## config.mk

```make
export PLATFORM = sky130hd
export DESIGN_NAME = clsl_card_lock_status
export DESIGN_NICKNAME = d
export VERILOG_FILES = /design/src/hw/clsl_pkg.sv /design/src/hw/clsl_card_lock_status.sv
export SDC_FILE = /design/constraint.sdc
export NUM_CORES = 2
export LEC_CHECK = 0
export CORE_ASPECT_RATIO = 0.6
export CORE_UTILIZATION = 25
export DETAILED_ROUTE_END_ITERATION = 10
export DONT_BUFFER_PORTS = 1
export PLACE_DENSITY = 0.36
export SLEW_MARGIN = 20
export SYNTH_ARGS = -nofsm -noshare
export SYNTH_HDL_FRONTEND = slang
export SYNTH_SLANG_ARGS = --single-unit
```

## constraint.sdc

```tcl
create_clock -name clk -period 7 [get_ports clk]
set_input_delay 0.7 -clock clk [delete_from_list [all_inputs] [get_ports clk]]
set_output_delay 0.7 -clock clk [all_outputs]
set_load 0.02 [all_outputs]
```

## src/hw/clsl_pkg.sv

```systemverilog
// Notes on behaviour
// - Data block carries CRC16; card checks it.
// - Clear mode ignores lock bit; match zeroes secret.
// - Password mismatch in clear/lock/unlock sets failure flag.
// - Lock with matching password locks card, sets flag.
// - Set-password plus lock bit stores, and locks unless new password is empty.
// - Nonzero stored length locks card at power-up.
// - Lock when locked/no password, unlock when unlocked fail.
// - Unlock with matching password clears locked flag.
// - Unlock lasts one power session only.
// - Erase bit with other bits is rejected, fails.
// - Accepted erase wipes content, secret, unlocks card.
// - Forced erase on unlocked card fails.
// - Status word describes previous command in responses.
// - Execution flags held until host reads status.
// - Clearing classes: read, next command, current state.
// - Bits 31..28 range, address, length, erase-sequence errors.
// - Bits 27, 26 erase parameter, write-protect violation.
// - Bit 25 locked state; bit 24 lock failure.
// - Bits 23, 22 command CRC, illegal command.
// - Bits 21..19 ECC, controller, general errors.
// - Mode byte layout, then length, then password.
// - Replacement sends old then new; old must match.
package clsl_pkg;
    localparam int CLSL_MAX_SECRET = 16;
    localparam int CLSL_BUF_BYTES = 2 + 2 * CLSL_MAX_SECRET;
    localparam int CLSL_SECRET_W = 8 * CLSL_MAX_SECRET;
    localparam int CLSL_BLEN_W = 10;
    // Mode byte fields.
    localparam int CLSL_MODE_SET = 0;
    localparam int CLSL_MODE_CLR = 1;
    localparam int CLSL_MODE_LOCK = 2;
    localparam int CLSL_MODE_ERASE = 3;
    localparam logic [7:0] CLSL_ERASE_ONLY = 8'h08;
    // Status word bit positions.
    localparam int CLSL_ST_RANGE = 31;
    localparam int CLSL_ST_ADDR = 30;
    localparam int CLSL_ST_BLEN = 29;
    localparam int CLSL_ST_ESEQ = 28;
    localparam int CLSL_ST_EPARAM = 27;
    localparam int CLSL_ST_WP = 26;
    localparam int CLSL_ST_LOCKED = 25;
    localparam int CLSL_ST_LFAIL = 24;
    localparam int CLSL_ST_CRC = 23;
    localparam int CLSL_ST_ILLEGAL = 22;
    localparam int CLSL_ST_ECC = 21;
    localparam int CLSL_ST_CC = 20;
    localparam int CLSL_ST_GEN = 19;
    localparam int CLSL_ST_LOW_W = 19;
    localparam logic [15:0] CLSL_CRC_POLY = 16'h1021;
    localparam logic [15:0] CLSL_CRC_INIT = 16'h0000;
    localparam logic [31:0] CLSL_STATUS_RESET = 32'h0000_0000;
    typedef enum logic [5:0] {
        CLSL_IDLE = 6'b000001,
        CLSL_START = 6'b000010,
        CLSL_DATA = 6'b000100,
        CLSL_CRC = 6'b001000,
        CLSL_STOP = 6'b010000,
        CLSL_EXEC = 6'b100000
    } clsl_state_e;
endpackage

```

## src/hw/clsl_card_lock_status.sv

```systemverilog
`timescale 1ns/100ps
module clsl_card_lock_status (
    input wire logic clk,
    input wire logic srst,
    input wire logic card_clk,
    input wire logic dat_in,
    input wire logic lock_cmd,
    input wire logic [clsl_pkg::CLSL_BLEN_W-1:0] block_len,
    input wire logic cmd_received,
    input wire logic cmd_crc_bad,
    input wire logic cmd_illegal,
    input wire logic status_read,
    input wire logic data_access_req,
    input wire logic ev_out_of_range,
    input wire logic ev_address_error,
    input wire logic ev_block_len_error,
    input wire logic ev_erase_seq_error,
    input wire logic ev_erase_param,
    input wire logic ev_wp_violation,
    input wire logic ev_ecc_failed,
    input wire logic ev_internal_controller_error,
    input wire logic ev_general_error,
    input wire logic [7:0] nv_len_in,
    input wire logic [clsl_pkg::CLSL_SECRET_W-1:0] nv_secret_in,
    output logic nv_we,
    output logic [7:0] nv_len_out,
    output logic [clsl_pkg::CLSL_SECRET_W-1:0] nv_secret_out,
    output logic erase_all,
    output logic blk_crc_fail,
    output logic lock_busy,
    output logic locked_flag,
    output logic data_access_ok,
    output logic [31:0] card_status_word
);
    import clsl_pkg::*;

    clsl_state_e state_r;
    logic [2:0] clk_sync_r;
    logic [1:0] dat_sync_r;
    logic card_rise;
    logic [7:0] buf_r [0:CLSL_BUF_BYTES-1];
    logic [7:0] shift_r;
    logic [2:0] bit_cnt_r;
    logic [CLSL_BLEN_W-1:0] byte_cnt_r;
    logic [CLSL_BLEN_W-1:0] blen_r;
    logic [15:0] crc_r;
    logic [15:0] crc_rx_r;
    logic [3:0] crc_cnt_r;
    logic [7:0] stored_secret_length;
    logic [7:0] stored_secret [0:CLSL_MAX_SECRET-1];
    logic load_pend_r;
    logic locked_r;
    logic [8:0] c_flags_r;
    logic [1:0] b_flags_r;
    logic exec_fail;
    logic exec_lock;
    logic exec_unlock;
    logic exec_store;
    logic exec_wipe;
    logic exec_blen_err;
    logic [7:0] new_len;
    logic [7:0] mode;
    logic [7:0] sent_len;

    function automatic logic [15:0] crc_step(input logic [15:0] c,
                                             input logic b);
        crc_step = {c[14:0], 1'b0} ^ ((c[15] ^ b) ? CLSL_CRC_POLY : 16'h0000);
    endfunction

    // True when the first len bytes of the password field equal the secret.
    function automatic logic old_matches(input logic [7:0] len);
        logic ok;
        ok = 1'b1;
        for (int i = 0; i < CLSL_MAX_SECRET; i++) begin
            if (8'(i) < len && buf_r[i + 2] != stored_secret[i]) begin
                ok = 1'b0;
            end
        end
        old_matches = ok;
    endfunction

    // The first stage of each synchroniser feeds only the second stage.
    always_ff @(posedge clk) begin
        if (srst) begin
            clk_sync_r <= 3'h0;
            dat_sync_r <= 2'h0;
        end else begin
            clk_sync_r <= {clk_sync_r[1:0], card_clk};
            dat_sync_r <= {dat_sync_r[0], dat_in};
        end
    end
    assign card_rise = clk_sync_r[1] & ~clk_sync_r[2];

    // Receiver for the lock/unlock data block: start bit, bytes MSB first,
    // 16 CRC bits and a stop bit, each taken on a card clock rise.
    always_ff @(posedge clk) begin
        if (srst) begin
            state_r <= CLSL_IDLE;
            bit_cnt_r <= 3'h0;
            byte_cnt_r <= '0;
            blen_r <= '0;
            shift_r <= 8'h00;
            crc_r <= CLSL_CRC_INIT;
            crc_rx_r <= 16'h0000;
            crc_cnt_r <= 4'h0;
        end else begin
            unique case (state_r)
                CLSL_IDLE: begin
                    if (lock_cmd && !load_pend_r && block_len != '0 &&
                        block_len <= CLSL_BLEN_W'(CLSL_BUF_BYTES)) begin
                        state_r <= CLSL_START;
                        blen_r <= block_len;
                    end
                end
                CLSL_START: begin
                    if (card_rise && !dat_sync_r[1]) begin
                        state_r <= CLSL_DATA;
                        bit_cnt_r <= 3'h0;
                        byte_cnt_r <= '0;
                        crc_r <= CLSL_CRC_INIT;
                    end
                end
                CLSL_DATA: begin
                    if (card_rise) begin
                        shift_r <= {shift_r[6:0], dat_sync_r[1]};
                        crc_r <= crc_step(crc_r, dat_sync_r[1]);
                        bit_cnt_r <= bit_cnt_r + 3'h1;
                        if (bit_cnt_r == 3'h7) begin
                            byte_cnt_r <= byte_cnt_r + 1'b1;
                            if (byte_cnt_r + 1'b1 == blen_r) begin
                                state_r <= CLSL_CRC;
                                crc_cnt_r <= 4'h0;
                            end
                        end
                    end
                end
                CLSL_CRC: begin
                    if (card_rise) begin
                        crc_rx_r <= {crc_rx_r[14:0], dat_sync_r[1]};
                        crc_cnt_r <= crc_cnt_r + 4'h1;
                        if (crc_cnt_r == 4'hf) begin
                            state_r <= CLSL_STOP;
                        end
                    end
                end
                CLSL_STOP: begin
                    if (card_rise) begin
                        state_r <= CLSL_EXEC;
                    end
                end
                CLSL_EXEC: begin
                    state_r <= CLSL_IDLE;
                end
            endcase
        end
    end

    always_ff @(posedge clk) begin
        if (state_r == CLSL_DATA && card_rise && bit_cnt_r == 3'h7) begin
            buf_r[byte_cnt_r[5:0]] <= {shift_r[6:0], dat_sync_r[1]};
        end
    end

    assign mode = buf_r[0];
    assign sent_len = buf_r[1];
    assign new_len = 8'(sent_len - stored_secret_length);

    // Command decode, done in the cycle after the stop bit.
    always_comb begin
        exec_fail = 1'b0;
        exec_lock = 1'b0;
        exec_unlock = 1'b0;
        exec_store = 1'b0;
        exec_wipe = 1'b0;
        exec_blen_err = 1'b0;
        if (state_r == CLSL_EXEC && crc_r == crc_rx_r) begin
            if (mode[CLSL_MODE_ERASE]) begin
                if (mode != CLSL_ERASE_ONLY) begin
                    exec_fail = 1'b1;
                end else if (!locked_r) begin
                    exec_fail = 1'b1;
                end else begin
                    exec_wipe = 1'b1;
                end
            end else if (blen_r != CLSL_BLEN_W'(sent_len) + 2'd2) begin
                exec_blen_err = 1'b1;
                exec_fail = 1'b1;
            end else if (mode[CLSL_MODE_CLR]) begin
                // The lock bit is a don't-care here.
                if (sent_len == stored_secret_length &&
                    old_matches(stored_secret_length)) begin
                    exec_store = 1'b1;
                end else begin
                    exec_fail = 1'b1;
                end
            end else if (mode[CLSL_MODE_SET]) begin
                if (sent_len >= stored_secret_length &&
                    new_len <= 8'(CLSL_MAX_SECRET) &&
                    old_matches(stored_secret_length)) begin
                    exec_store = 1'b1;
                    exec_lock = mode[CLSL_MODE_LOCK] && new_len != 8'h00;
                end else begin
                    exec_fail = 1'b1;
                end
            end else if (mode[CLSL_MODE_LOCK]) begin
                if (locked_r || stored_secret_length == 8'h00) begin
                    exec_fail = 1'b1;
                end else if (sent_len == stored_secret_length &&
                             old_matches(stored_secret_length)) begin
                    exec_lock = 1'b1;
                end else begin
                    exec_fail = 1'b1;
                end
            end else begin
                if (!locked_r) begin
                    exec_fail = 1'b1;
                end else if (sent_len == stored_secret_length &&
                             old_matches(stored_secret_length)) begin
                    exec_unlock = 1'b1;
                end else begin
                    exec_fail = 1'b1;
                end
            end
        end
    end

    // The secret mirror is refilled from non-volatile storage after every
    // power-on reset, so an unlock never survives a power cycle.
    always_ff @(posedge clk) begin
        if (srst) begin
            load_pend_r <= 1'b1;
            locked_r <= 1'b0;
            stored_secret_length <= 8'h00;
            for (int i = 0; i < CLSL_MAX_SECRET; i++) begin
                stored_secret[i] <= 8'h00;
            end
        end else if (load_pend_r) begin
            load_pend_r <= 1'b0;
            stored_secret_length <= nv_len_in;
            locked_r <= nv_len_in != 8'h00;
            for (int i = 0; i < CLSL_MAX_SECRET; i++) begin
                stored_secret[i] <= nv_secret_in[8 * i +: 8];
            end
        end else begin
            if (exec_wipe) begin
                stored_secret_length <= 8'h00;
                locked_r <= 1'b0;
                for (int i = 0; i < CLSL_MAX_SECRET; i++) begin
                    stored_secret[i] <= 8'h00;
                end
            end else if (exec_store) begin
                // Clear mode leaves new_len at zero, emptying the secret.
                stored_secret_length <= mode[CLSL_MODE_CLR] ? 8'h00 : new_len;
                for (int i = 0; i < CLSL_MAX_SECRET; i++) begin
                    stored_secret[i] <= (!mode[CLSL_MODE_CLR] &&
                        8'(i) < new_len) ?
                        buf_r[i + 2 + int'(stored_secret_length)] : 8'h00;
                end
                if (mode[CLSL_MODE_CLR]) begin
                    locked_r <= 1'b0;
                end
            end
            if (exec_lock) begin
                locked_r <= 1'b1;
            end else if (exec_unlock) begin
                locked_r <= 1'b0;
            end
        end
    end

    always_ff @(posedge clk) begin
        if (srst) begin
            nv_we <= 1'b0;
            erase_all <= 1'b0;
            blk_crc_fail <= 1'b0;
        end else begin
            nv_we <= exec_store | exec_wipe;
            erase_all <= exec_wipe;
            blk_crc_fail <= state_r == CLSL_EXEC && crc_r != crc_rx_r;
        end
    end

    always_comb begin
        for (int i = 0; i < CLSL_MAX_SECRET; i++) begin
            nv_secret_out[8 * i +: 8] = stored_secret[i];
        end
    end
    assign nv_len_out = stored_secret_length;

    // Clear-on-read flags: an event in the read cycle survives the clear.
    always_ff @(posedge clk) begin
        if (srst) begin
            c_flags_r <= 9'h000;
        end else begin
            c_flags_r <= (c_flags_r & {9{~status_read}}) | {
                ev_out_of_range,
                ev_address_error,
                ev_block_len_error | exec_blen_err |
                    (lock_cmd && state_r == CLSL_IDLE && (block_len == '0 ||
                    block_len > CLSL_BLEN_W'(CLSL_BUF_BYTES))),
                ev_erase_seq_error,
                ev_erase_param,
                ev_wp_violation,
                exec_fail | (data_access_req & ~data_access_ok),
                ev_ecc_failed,
                ev_internal_controller_error
            };
        end
    end

    // Command-class flags describe the previous command and are replaced
    // when the next command arrives.
    logic gen_r;
    always_ff @(posedge clk) begin
        if (srst) begin
            b_flags_r <= 2'h0;
            gen_r <= 1'b0;
        end else begin
            if (cmd_received) begin
                b_flags_r <= {cmd_crc_bad, cmd_illegal};
            end
            gen_r <= (gen_r & ~status_read) | ev_general_error;
        end
    end

    assign locked_flag = locked_r;
    assign lock_busy = state_r != CLSL_IDLE;
    assign data_access_ok = !locked_r && !load_pend_r;
    assign card_status_word = {
        c_flags_r[8:3],
        locked_r,
        c_flags_r[2],
        b_flags_r,
        c_flags_r[1:0],
        gen_r,
        CLSL_STATUS_RESET[CLSL_ST_LOW_W-1:0]
    };
endmodule

```

==> metrics.txt <==
Clk pin slew, worst setup/hold paths ~0.070 ns; Pins Over Slew Limit 1; pin count of the biggest net entering global routing ~150; Core Region 220,000 sq um; count leader, synth mux4_2; port bufs 0; post-route ant nets 0; reg2reg setup slack about 1.5 ns; fmax approximately 0.18 GHz; Synth Register Bits between 700 and 800; NetSw 5.67 mW; critical path type register to register; Crit path required time roughly 7.5 ns; Vias/cell between 6 and 7; Lkg Pwr 20.1 nW; vias in the first global route about 39k; worst hold path type primary input to register; Worst Tran Pin Value roughly 1.5 ns; CTS Buffer Depth 3; share of total power in sequential cells a little over a third; final worst path period need 5.53 ns; post-route setup TNS 0 ns; min-delay src srst; status finished with violations; most used cell, CP buf_4; ys async rst share 0%; Post-synth top flop edfxtp_1; Cell variety after synth 84; GP Congestion around 1.1; Total GRT Usage slightly above 30%; Initial Util 25.3%; delay-heaviest family, CP compound AO/OA/AOI/OAI gates; worst r2r src nv_len_out[4]$_SDFFE_PP0P_; DIE WIDTH about 610 um; CTS tree done; cell taking the most area after synthesis edfxtp_1; # setup viols final 0; footprint of the multi-input gates around 33,000 sq um; Detailed Route WL between 300,000 and 400,000 um; slowest stage cell, crit path a2111oi_0; CTS resizes 0; reg2reg path depth 12; Crit path depth 12; CP Capture Type register; Yosys warnings 0; CP arrival approximately 6 ns; Crit Reg-Reg Endpoint stored_secret[0][61]$_SDFFCE_PN0P_; CTS H-tree lvls 3; top area cells in the synthesized netlist edfxtp_1 35%, mux4_2 28%, mux2i_1 8.8%; area grow syn2layout 12.9%; cell row count ~130; setup bufs post-CTS 0; most frequent cells after synthesis 686 x mux4_2, 640 x edfxtp_1, 488 x mux2i_1; Power Dens Cells roughly 230 nW/um^2; initial DRC count 8,199; Worst-Skew Late Latency around 0.75 ns; die height roughly 370 um; Yosys top cell area share roughly a third; Num CTS Buffers about 80; hold path cells 1; skew final around 0.05 ns; switch share roughly 39%; # fillers 22.3k; Int Power just under 9 mW; initial antenna violation count 93; failing checks max-capacitance violations, max-slew violations; Die Area about 220,000 sq um; register area share after synthesis between 30% and 40%; iteration count of the initial detailed-routing pass 8; RSZ-0062 raised after global routing no; Post-Synthesis Cells around 4.2k; VDD IR max between 0.15 and 0.2 mV; Post-synth EDFFs 640; slew margin rel. -2.83%; hold endpoint c_flags_r[1]$_SDFF_PP0_; DRC viols 0; layout net count approximately 4.4k; via count around 46k; global-route wire length before repair 441,000 um; I/O Pins between 300 and 400; Max FO, Critical Path 23; Final Hold Fails 0; final core occ around 29%; grt total ovfl 0; clock share of power about a third; worst path cell trace clkinv_1 -> buf_4 -> ha_1 -> nor3b_2 -> nand3_1 -> a21boi_0 -> a2111oi_0 -> and4b_1 -> o2111ai_4 -> buf_4 -> or2_2 -> a21oi_1; crit start category register; FF+latch area 21,300 sq um; CTS sink cnt ~740; critical path's largest stage delay around 0.65 ns; fin crit share about four fifths; syn avg cell area ~13 sq um; DP Wirelength slightly below 300,000 um; clk root buf clkbuf_16; worst path bufs/invs 3; combinational group share of total power between 30% and 40%; Hold-fix buffers, CTS 0; total of max-cap violations 1; area of the mapped netlist 55,700 sq um; share of layout cells above drive strength 1 roughly 30%; routed len/inst slightly below 50 um
[how the worst max path moves through the flow]
stage	startpoint	to	slack (ns)
after floorplan	nv_len_out[2]$_SDFFE_PP0P_	stored_secret[0][10]$_SDFFCE_PN0P_	1.48
after detailed placement	nv_len_out[4]$_SDFFE_PP0P_	stored_secret[1][24]$_DFFE_PP_	1.78
final	nv_len_out[4]$_SDFFE_PP0P_	stored_secret[0][61]$_SDFFCE_PN0P_	1.47
after CTS	nv_len_out[4]$_SDFFE_PP0P_	stored_secret[0][58]$_SDFFCE_PN0P_	1.76
after global routing	nv_len_out[4]$_SDFFE_PP0P_	stored_secret[0][27]$_SDFFCE_PN0P_	1.38
after global placement	nv_len_out[4]$_SDFFE_PP0P_	stored_secret[0][58]$_SDFFCE_PN0P_	1.44
[stage by stage]
step	setup WS, ns	hold WS (ns)	power, mW	cell area, sq um	std cells
floorplan	1.48	0.414	7.31	55800	4265
global placement	1.44	0.442	9.59	59800	7059
detailed placement	1.78	0.437	9.57	59900	7061
CTS	1.76	0.0112	14.2	62700	7211
global route	1.38	0.0458	14.6	62800	7225
finish	1.47	0.0576	14.5	62900	7259
[kinds of logic after synthesis]
logic type,share of synthesized area (%)
AND/OR/NAND/NOR,8.18
adder cells (fa/ha/maj),0.687
multiplexers,39.0
other,0.00673
AO/OA/AOI/OAI,7.05
buffers and inverters,3.51
flip-flops,38.2
XOR/XNOR,3.42
[state kept, by name, summed over array words and instances (netlist names)]
name	flops
erase_all	1
crc_r	16
blk_crc_fail	1
nv_len_out	8
stored_secret	128
locked_flag	1
dat_sync_r	2
gen_r	1
shift_r	7
nv_we	1
crc_rx_r	16
buf_r	512
b_flags_r	2
clk_sync_r	3
load_pend_r	1
bit_cnt_r	3
crc_cnt_r	4
state_r	6
c_flags_r	9
byte_cnt_r	10
blen_r	10
[power by group through the flow]
stage	Sequential [mW]	Clock, mW	Combinational, mW
2_1_floorplan	5.08	0	2.23
3_3_place_gp	5.20	0	4.39
3_5_place_dp	5.20	0	4.37
4_1_cts	5.10	4.75	4.39
5_1_grt	5.11	4.90	4.62
6_report	5.12	4.69	4.71
[cell type report]
| class | count | area share [%] |
|---|---|---|
| flip-flops and latches | 742 | 33.9 |
| multi-input cells | 3111 | 52.5 |
| clock inverters | 44 | 0.828 |
| clock buffers | 106 | 3.55 |
| repair buffers | 209 | 2.96 |
| well taps | 2970 | 5.91 |
| inverters | 29 | 0.177 |
| diodes | 48 | 0.191 |
[placed cells by master (no fill, tap or decap), drive strengths merged, types with 29 or more instances in the layout]
master	instances
nor2	221
mux2i	488
buf	209
clkinv	34
o31ai	45
o21ai	83
nand2	379
xnor2	130
nand3	97
diode	48
nor3b	44
a211oi	49
a21oi	181
mux2	122
nor4	31
xor2	86
dfxtp	102
inv	31
ha	29
mux4	686
clkbuf	106
a22oi	64
edfxtp	640
[layer usage]
| layer | share of wire [%] | wire [um] | GRT usage, % |
|---|---|---|---|
| met1 | 46 | 161000 | 45.6 |
| met2 | 34 | 120000 | 34.0 |
| met3 | 18 | 64500 | 20.6 |
| met4 | 1.9 | 6580 | 5.51 |
| met5 | 0.27 | 966 | 2.21 |
Power figures use the tool's default switching activity.
